===== src/core/display_page_regs.svh =====
`ifndef DISPLAY_PAGE_REGS_SVH
`define DISPLAY_PAGE_REGS_SVH

// ----------------------------------------
// Register port addresses
// ----------------------------------------
`define CMD_PORT_ADDR       8'h00
`define FRAMER_STATE_ADDR   8'h01

// ----------------------------------------
// Command codes, also used as readback addresses
// ----------------------------------------
`define CMD_PICTURE_START   8'h10
`define CMD_MOVIE_START     8'h11
`define CMD_MOVIE_LENGTH    8'h12
`define CMD_DISPLAY_MODE    8'h30
`define CMD_BINARY_GRAY     8'h31

// ----------------------------------------
// Parameter field positions
// ----------------------------------------
`define PAGE_FIELD_MSB      3
`define MOVIE_EN_BIT        7
`define BINARY_GRAY_BIT     7
`define PICTURE_MOVIE_BIT   0

// ----------------------------------------
// Reset values and limits
// ----------------------------------------
`define PIC_PAGE_RST        5'h01
`define MOVIE_PAGE_RST      5'h01
`define MOVIE_EN_RST        1'b0
`define MOVIE_COUNT_RST     5'h02
`define BINARY_GRAY_RST     1'b0
`define PICTURE_MOVIE_RST   1'b0
`define GRAY_MAX_FIELD      4'h1
`define PAGE_BASE           5'h01
`define RDATA_IDLE          8'h00

`endif


===== src/core/display_page_pkg.sv =====
package display_page_pkg;

  typedef enum logic [0:0] {
    FRAME_CMD   = 1'b0,
    FRAME_PARAM = 1'b1
  } frame_state_e;

  typedef struct packed {
    logic [7:0] cmd;
    logic [7:0] param;
  } cmd_pair_s;

  // Page numbers are 1-based, 1 to 16
  typedef struct packed {
    logic [4:0] picture_first_page;
    logic [4:0] movie_first_page;
    logic       movie_play_enable;
    logic [4:0] movie_page_count;
    logic       binary_gray_select;
    logic       picture_movie_select;
  } display_cfg_s;

endpackage


===== src/core/display_page_cmds.sv =====
// The strobed register port is this design's own decision.
`timescale 1ns/10ps
`include "display_page_regs.svh"

// Functional notes
// - Command 10h sets picture start page bits
// - Picture field n means page n+1
// - Command 11h: bit7 enable, bits3-0 page
// - Movie enable zero disables, reset clears
// - Movie field n means page n+1
// - Command 12h sets length minus one
// - Gray mode allows lengths one or two
// - Undefined values leave setting unchanged
// - Command 31h bit7 selects binary mode
// - Command 30h bit0 selects movie display
module display_page_cmds (
  input  wire logic                        mclk_i,
  input  wire logic                        rstn_i,
  input  wire logic [7:0]                  addr_i,
  input  wire logic [7:0]                  wdata_i,
  input  wire logic                        wr_i,
  input  wire logic                        rd_i,
  output logic [7:0]                       rdata_o,
  output display_page_pkg::display_cfg_s   cfg_o
);

  // ----------------------------------------
  // Helpers
  // ----------------------------------------
  function automatic logic field_ok(input logic [3:0] field, input logic binary);
    field_ok = binary || (field <= `GRAY_MAX_FIELD);
  endfunction

  function automatic logic [4:0] page_of(input logic [3:0] field);
    page_of = {1'b0, field} + `PAGE_BASE;
  endfunction

  function automatic logic [3:0] field_of(input logic [4:0] page);
    logic [4:0] diff;
    diff     = page - `PAGE_BASE;
    field_of = diff[3:0];
  endfunction

  // ----------------------------------------
  // Byte framing
  // ----------------------------------------
  logic                            pair_valid;
  display_page_pkg::cmd_pair_s     pair;
  display_page_pkg::frame_state_e  frame_state;
  display_page_pkg::display_cfg_s  cfg_reg;
  logic [3:0]                      pfield;
  logic                            pfield_ok;

  cmd_byte_framer u_framer (
    .mclk_i       (mclk_i),
    .rstn_i       (rstn_i),
    .byte_valid_i (wr_i && addr_i == `CMD_PORT_ADDR),
    .byte_i       (wdata_i),
    .pair_valid_o (pair_valid),
    .pair_o       (pair),
    .state_o      (frame_state)
  );

  assign cfg_o     = cfg_reg;
  assign pfield    = pair.param[`PAGE_FIELD_MSB:0];
  // Judged against the mode in force when the pair completes
  assign pfield_ok = field_ok(pfield, cfg_reg.binary_gray_select);

  // ----------------------------------------
  // Settings
  // ----------------------------------------
  // Picture start, low nibble only
  always_ff @(posedge mclk_i or negedge rstn_i) begin
    if (!rstn_i) begin
      cfg_reg.picture_first_page <= `PIC_PAGE_RST;
    end else if (pair_valid && pair.cmd == `CMD_PICTURE_START && pfield_ok) begin
      cfg_reg.picture_first_page <= page_of(pfield);
    end
  end

  always_ff @(posedge mclk_i or negedge rstn_i) begin
    if (!rstn_i) begin
      cfg_reg.movie_first_page  <= `MOVIE_PAGE_RST;
      cfg_reg.movie_play_enable <= `MOVIE_EN_RST;
    end else if (pair_valid && pair.cmd == `CMD_MOVIE_START && pfield_ok) begin
      cfg_reg.movie_first_page  <= page_of(pfield);
      cfg_reg.movie_play_enable <= pair.param[`MOVIE_EN_BIT];
    end
  end

  always_ff @(posedge mclk_i or negedge rstn_i) begin
    if (!rstn_i) begin
      cfg_reg.movie_page_count <= `MOVIE_COUNT_RST;
    end else if (pair_valid && pair.cmd == `CMD_MOVIE_LENGTH && pfield_ok) begin
      cfg_reg.movie_page_count <= page_of(pfield);
    end
  end

  always_ff @(posedge mclk_i or negedge rstn_i) begin
    if (!rstn_i) begin
      cfg_reg.binary_gray_select <= `BINARY_GRAY_RST;
    end else if (pair_valid && pair.cmd == `CMD_BINARY_GRAY) begin
      cfg_reg.binary_gray_select <= pair.param[`BINARY_GRAY_BIT];
    end
  end

  always_ff @(posedge mclk_i or negedge rstn_i) begin
    if (!rstn_i) begin
      cfg_reg.picture_movie_select <= `PICTURE_MOVIE_RST;
    end else if (pair_valid && pair.cmd == `CMD_DISPLAY_MODE) begin
      cfg_reg.picture_movie_select <= pair.param[`PICTURE_MOVIE_BIT];
    end
  end

  // ----------------------------------------
  // Readback, valid one cycle after rd_i
  // ----------------------------------------
  always_ff @(posedge mclk_i or negedge rstn_i) begin
    if (!rstn_i) begin
      rdata_o <= `RDATA_IDLE;
    end else if (rd_i) begin
      unique case (addr_i)
        `FRAMER_STATE_ADDR: rdata_o <= {7'h00, frame_state};
        `CMD_PICTURE_START: rdata_o <= {4'h0, field_of(cfg_reg.picture_first_page)};
        `CMD_MOVIE_START:   rdata_o <= {cfg_reg.movie_play_enable, 3'h0,
                                        field_of(cfg_reg.movie_first_page)};
        `CMD_MOVIE_LENGTH:  rdata_o <= {4'h0, field_of(cfg_reg.movie_page_count)};
        `CMD_DISPLAY_MODE:  rdata_o <= {7'h00, cfg_reg.picture_movie_select};
        `CMD_BINARY_GRAY:   rdata_o <= {cfg_reg.binary_gray_select, 7'h00};
        default:            rdata_o <= `RDATA_IDLE;
      endcase
    end else begin
      rdata_o <= `RDATA_IDLE;
    end
  end
endmodule


===== src/core/cmd_byte_framer.sv =====
`timescale 1ns/10ps
`include "display_page_regs.svh"

module cmd_byte_framer (
  input  wire logic                        mclk_i,
  input  wire logic                        rstn_i,
  input  wire logic                        byte_valid_i,
  input  wire logic [7:0]                  byte_i,
  output logic                             pair_valid_o,
  output display_page_pkg::cmd_pair_s      pair_o,
  output display_page_pkg::frame_state_e   state_o
);

  display_page_pkg::frame_state_e state_reg;
  logic [7:0]                     cmd_reg;

  assign state_o = state_reg;

  always_ff @(posedge mclk_i or negedge rstn_i) begin
    if (!rstn_i) begin
      state_reg <= display_page_pkg::FRAME_CMD;
    end else if (byte_valid_i) begin
      unique case (state_reg)
        display_page_pkg::FRAME_CMD:   state_reg <= display_page_pkg::FRAME_PARAM;
        display_page_pkg::FRAME_PARAM: state_reg <= display_page_pkg::FRAME_CMD;
      endcase
    end
  end

  always_ff @(posedge mclk_i or negedge rstn_i) begin
    if (!rstn_i) begin
      cmd_reg <= `RDATA_IDLE;
    end else if (byte_valid_i && state_reg == display_page_pkg::FRAME_CMD) begin
      cmd_reg <= byte_i;
    end
  end

  always_ff @(posedge mclk_i or negedge rstn_i) begin
    if (!rstn_i) begin
      pair_valid_o <= 1'b0;
      pair_o       <= '0;
    end else begin
      pair_valid_o <= byte_valid_i && state_reg == display_page_pkg::FRAME_PARAM;
      if (byte_valid_i && state_reg == display_page_pkg::FRAME_PARAM) begin
        pair_o.cmd   <= cmd_reg;
        pair_o.param <= byte_i;
      end
    end
  end
endmodule


===== config.mk =====
export PLATFORM = sky130hd
export DESIGN_NAME = display_page_cmds
export DESIGN_NICKNAME = d
export VERILOG_FILES = /design/src/core/display_page_pkg.sv /design/src/core/display_page_cmds.sv /design/src/core/cmd_byte_framer.sv
export VERILOG_INCLUDE_DIRS = /design/src /design/src/core
export SDC_FILE = /design/constraint.sdc
export NUM_CORES = 1
export LEC_CHECK = 0
export ABC_AREA = 1
export BUFFER_PORTS_ARGS = -buffer_cell sky130_fd_sc_hd__buf_2
export CAP_MARGIN = 10
export CORE_ASPECT_RATIO = 0.7
export CORE_UTILIZATION = 40
export CTS_CLUSTER_DIAMETER = 200
export DETAILED_ROUTE_END_ITERATION = 10
export PLACE_DENSITY_LB_ADDON = 0.25
export SYNTH_ARGS = -nofsm -noshare
export SYNTH_HDL_FRONTEND = slang
export SYNTH_SLANG_ARGS = --single-unit

===== constraint.sdc =====
create_clock -name mclk_i -period 1.9 [get_ports mclk_i]
set_input_delay 0 -clock mclk_i [delete_from_list [all_inputs] [get_ports mclk_i]]
set_output_delay 0 -clock mclk_i [all_outputs]
set_load 0.01 [all_outputs]

# == Word level (Yosys, flattened, before mapping) ==
# Cells that the tools add are included.
# totals
register_bits,52
latch_bits,0
mem_bits_rw,0
rom_bits,0
in_bits,20
mem_count,0
# op_classes
addsub,4
mul,0
div_mod_pow,0
n_lt_le_gt_ge,1
n_eq_ne,11
n_shift,0
mux,3
bitwise_logic,1
reduce_logical,13
# op_table
cell,count
"8-bit by 5-bit equality test with 1-bit output, second input constant",6
8-bit case mux with 6 select lines,1
"8-bit by 6-bit equality test with 1-bit output, second input constant",4
"4-bit by 1-bit subtractor with 4-bit output, second input constant",3
1-bit logical AND,11
"8-bit by 1-bit equality test with 1-bit output, second input constant",1
8-bit zero test,1
8-bit 2-to-1 mux,1
"4-bit by 1-bit adder with 5-bit output, second input constant",1
"4-bit by 1-bit less-or-equal comparator with 1-bit output, second input constant",1
1-bit case mux with 2 select lines,1
1-bit logical OR,1
1-bit inverter,1

# == Depth between registers and ports, before layout ==
# depth
ltp_word,3
depth_mapped,11

# == Hierarchy ==
# From an unflattened synthesis, not the netlist that was laid out.
# unflattened
cells_unflattened,284
area_unflattened_um2,2501.1
# modules_own_cells
module,instances,cells_each,area_each_um2,seq_area_each_um2
display_page_cmds,1,175,1428.9,579.3
cmd_byte_framer,1,109,1072.3,650.6

# == Least setup slack after synthesis ==
# OpenSTA, ideal clock, no wires.
# synth_path
path_kind,register to register
start,register u_framer.pair_o[0] (netlist bit)
end,register cfg_reg (netlist bit cfg_o[10])
t_arrival_ps,1558
t_required_ps,1774
path_slack_ps,216
stages_incl_launch_ff,9
cell_sequence,dfrtp_1 -> inv_1 -> ha_1 -> nor2_1 -> o31ai_1 -> nand3_1 -> buf_4 -> nand2_1 -> o21ai_2
# synth_via
elab_chain_len,3
word_cells_on_any_way,4
cone_classes,add/sub: 1; order compare: 1; reduce/logical: 2
# synth_lines
item,line_no,rtl
start: declaration,cmd_byte_framer.sv:10,"output display_page_pkg::cmd_pair_s pair_o,"
4-bit by 1-bit less-or-equal comparator with 1-bit output (no line),-,
1-bit logical OR,display_page_cmds.sv:31,field_ok = binary || (field <= `GRAY_MAX_FIELD);
1-bit logical AND,display_page_cmds.sv:85,end else if (pair_valid && pair.cmd == `CMD_MOVIE_START && pfield_ok) begin
end: declaration,display_page_cmds.sv:50,display_page_pkg::display_cfg_s cfg_reg;
# Parallel ways exist; a longest one is shown, timed or not.
# A chain may end at the register's enable or synchronous reset.

# == Worst setup path after layout ==
# layout_path
start,register u_framer.pair_o[1] (netlist bit)
end,register cfg_reg (netlist bit cfg_o[15])
# layout_via
elab_chain_len,3
word_cells_on_any_way,4
cone_classes,add/sub: 1; order compare: 1; reduce/logical: 2
# layout_lines
item,line_no,rtl
4-bit by 1-bit less-or-equal comparator with 1-bit output (no line),-,
1-bit logical OR,display_page_cmds.sv:31,
1-bit logical AND,display_page_cmds.sv:76,end else if (pair_valid && pair.cmd == `CMD_PICTURE_START && pfield_ok) begin
# Parallel ways exist; a longest one is shown, timed or not.

==> impl_results.md <==
* Status: completed
* DP Worst Slack at 0.280 ns
* Max stage delay on crit path at 0.40 ns
* Worst setup path startpoint: u_framer.pair_o[1]$_DFFE_PN0P_
* Mapped Area at 2260 µm²
* DR pass1 iterations at 4
* Clk_lat worst skew at 0.30 ns
* Post-Place Cells at 366
* CP Data Arrival Time at 1.80 ns
* Placer Congestion at 0.798
* Hold_sp: addr_i[4]
* DRC Markers at 0
* Final WS setup at 0.269 ns
* Synth top cells by count: nand2_1, dfrtp_1, inv_1
* Clock buffer count from CTS at 5
* Antenna violations before repair at 0
* Detail Route Antenna Nets at 0
* Layout area overhead at 21.8%
* Max-slew headroom at 0.620
* Worst-case clock buffer depth at 2
* Post-DP HPWL at 3520 µm
* Power per cell area at 620 nW/µm²
* Flops & latches, synth at 46
* Via count at 1808
* Max reg flops at 18
* Worst-Margin Slew at 0.571 ns
* CTS sink count at 46
* Hold path depth at 4
* Reg-to-Reg Start: u_framer.pair_o[1]$_DFFE_PN0P_
* WL/cell at 12.3 µm
* FF-to-FF setup slack at 0.27 ns
* WL final at 4730 µm
* Hold_ws at 0.0556 ns
* Final clock skew at 0.00894 ns
* Input/output buffers at 42
* Synth area leader: dfrtp_1
* Worst hold path class: input port to flop
* Fin crit period at 1.63 ns
* Synth top area share at 0.475
* Crit start category: flop
* Mean Syn Cell Area at 9.02 µm²
* Mapped Cells at 251
* Core Box Area at 5340 µm²
* 1st-iter DRT viols at 111
* Fmax at 613 MHz
* Share of layout cells above drive strength 1 at 0.288
* Number of antenna diodes at 0
* Number of flops mapped to enable cells by yosys at 0
* # rows at 22
* I/O pins at 46
* Max VDD drop at 0.356 mV
* CP max FO at 10
* Power, Total at 1.71 mW
* H-tree depth at 2
* Sequential area share after synthesis at 0.510
* Drt via density at 4.71
* Setup TNS Final at 0 ns
* Fin nets at 335
* RSZ-0062 raised after global routing: no
* Ys Warns at 0
* Die Ht at 64.9 µm
* Global-route wire length before repair at 7940 µm
* Total track usage at 0.173
* Critical Path Slowest Stage Cell: dfrtp_1
* Layout Utilization at 0.516
* Worst r2r path cells at 8
* Main synth FF type: dfrtp_1
* Largest net degree at the start of global routing at 47
* Worst-path cell chain: inv_1 > ha_1 > nor2_1 > o31ai_1 > buf_4 > nand3_2 > nand2_1 > o21ai_1
* Final cell count without fillers at 384
* Synth top area cells: dfrtp_1, nand2_1, inv_1
* Max-Cap Viols at 0
* Lkg Pwr at 1.43 nW
* Initial Utilization at 0.424
* Most numerous cell in the Yosys netlist: nand2_1
* Period utilization at 0.858
* Clock Tree Root: clkbuf_8
* Area after DPL at 2560 µm²
* Cell variety after synth at 36
* Post-synth ARST share at 1.00
* Hold Violations, Final at 0
* Max-slew violation count at 0
* Worst Setup End Kind: flop
* Overflow after GRT at 0
* Die X at 91.9 µm
* Crit path required time at 2.07 ns
* Crit path kind: flop to flop
* CTS tree: done
* Vias in the first global route at 1629
* Die area at 5970 µm²
* Final setup violation count at 0
* Post-route cell area at 2760 µm²
* Clock-pin slew on the worst setup and hold paths at 0.09 ns
[metal layers]
| metal | up-vias | GRT usage | share of wire |
|---|---|---|---|
| met1 | 835 | 0.254 | 0.52 |
| li1 | 928 | - | - |
| met2 | 41 | 0.255 | 0.43 |
| met4 | 0 | 0.0410 | 0.0049 |
| met3 | 4 | 0.0434 | 0.052 |
| met5 | - | 0 | 0 |
[worst paths after layout]
path	end
setup / recovery	cfg_o[15]$_DFFE_PN0P_
hold / removal	rdata_o[0]$_DFF_PN0_
setup reg to reg	cfg_o[15]$_DFFE_PN0P_
hold reg to reg	u_framer.pair_o[11]$_DFFE_PN0P_
max in group asynchronous	cfg_o[8]$_DFFE_PN1P_
min in group asynchronous	u_framer.pair_o[2]$_DFFE_PN0P_
[power by group]
group / total [mW] / switching (mW) / internal, mW
Clock: 0.615 / 0.321 / 0.294
Combinational: 0.0989 / 0.0570 / 0.0419
Sequential: 0.994 / 0.00585 / 0.989
Total: 1.71 / 0.384 / 1.32
[final cells by class]
| type | count | area, µm² |
|---|---|---|
| clock inverter | 1 | 5.00 |
| sequential | 46 | 1150 |
| multi-input combinational | 170 | 952 |
| clock buffer | 7 | 86.3 |
| tap | 72 | 90.1 |
| fill | 525 | 2580 |
| timing repair buffer | 58 | 355 |
| inverter | 30 | 113 |
[timing repair]
action                                 4_1_cts  5_1_grt
hold buffers                                10        0
setup buffers                                0        0
endpoints found under the hold margin       58        0
gates resized for setup                      0        0
[worst max-delay path, delay by kind of cell (launching register included)]
kind	cells	cell delay (ns)
adder cells (fa/ha/maj)	1	0.15
flip-flops	1	0.40
AO/OA/AOI/OAI	2	0.34
AND/OR/NAND/NOR	3	0.34
buffers and inverters	2	0.28
[layout by cell type, fill, tap and decap left out, types with 4 or more instances in the layout]
cell           synthesis  layout
clkbuf_8               0       6
o21ai_2                6       6
o21ai_0               16      16
nor2_1                13      13
nand3_1               21      21
buf_2                  2      42
nand2_2                5       5
ha_1                   4       4
dlygate4sd3_1          0      10
nand2_1               60      60
buf_4                  4       6
dfrtp_1               43      43
inv_1                 28      28
o21ai_1                7       7
[cell families (layout without fill, tap and decap cells)]
| group | after synthesis | after routing | share of synthesized area |
|---|---|---|---|
| flip-flops | 46 | 46 | 0.510 |
| buffers and inverters | 37 | 96 | 0.0724 |
| AO/OA/AOI/OAI | 37 | 37 | 0.0967 |
| AND/OR/NAND/NOR | 119 | 119 | 0.264 |
| other | 1 | 3 | 0.00166 |
| XOR/XNOR | 3 | 3 | 0.0116 |
| adder cells (fa/ha/maj) | 4 | 4 | 0.0221 |
| multiplexers | 4 | 4 | 0.0216 |
(Power assumes the default switching activity.)
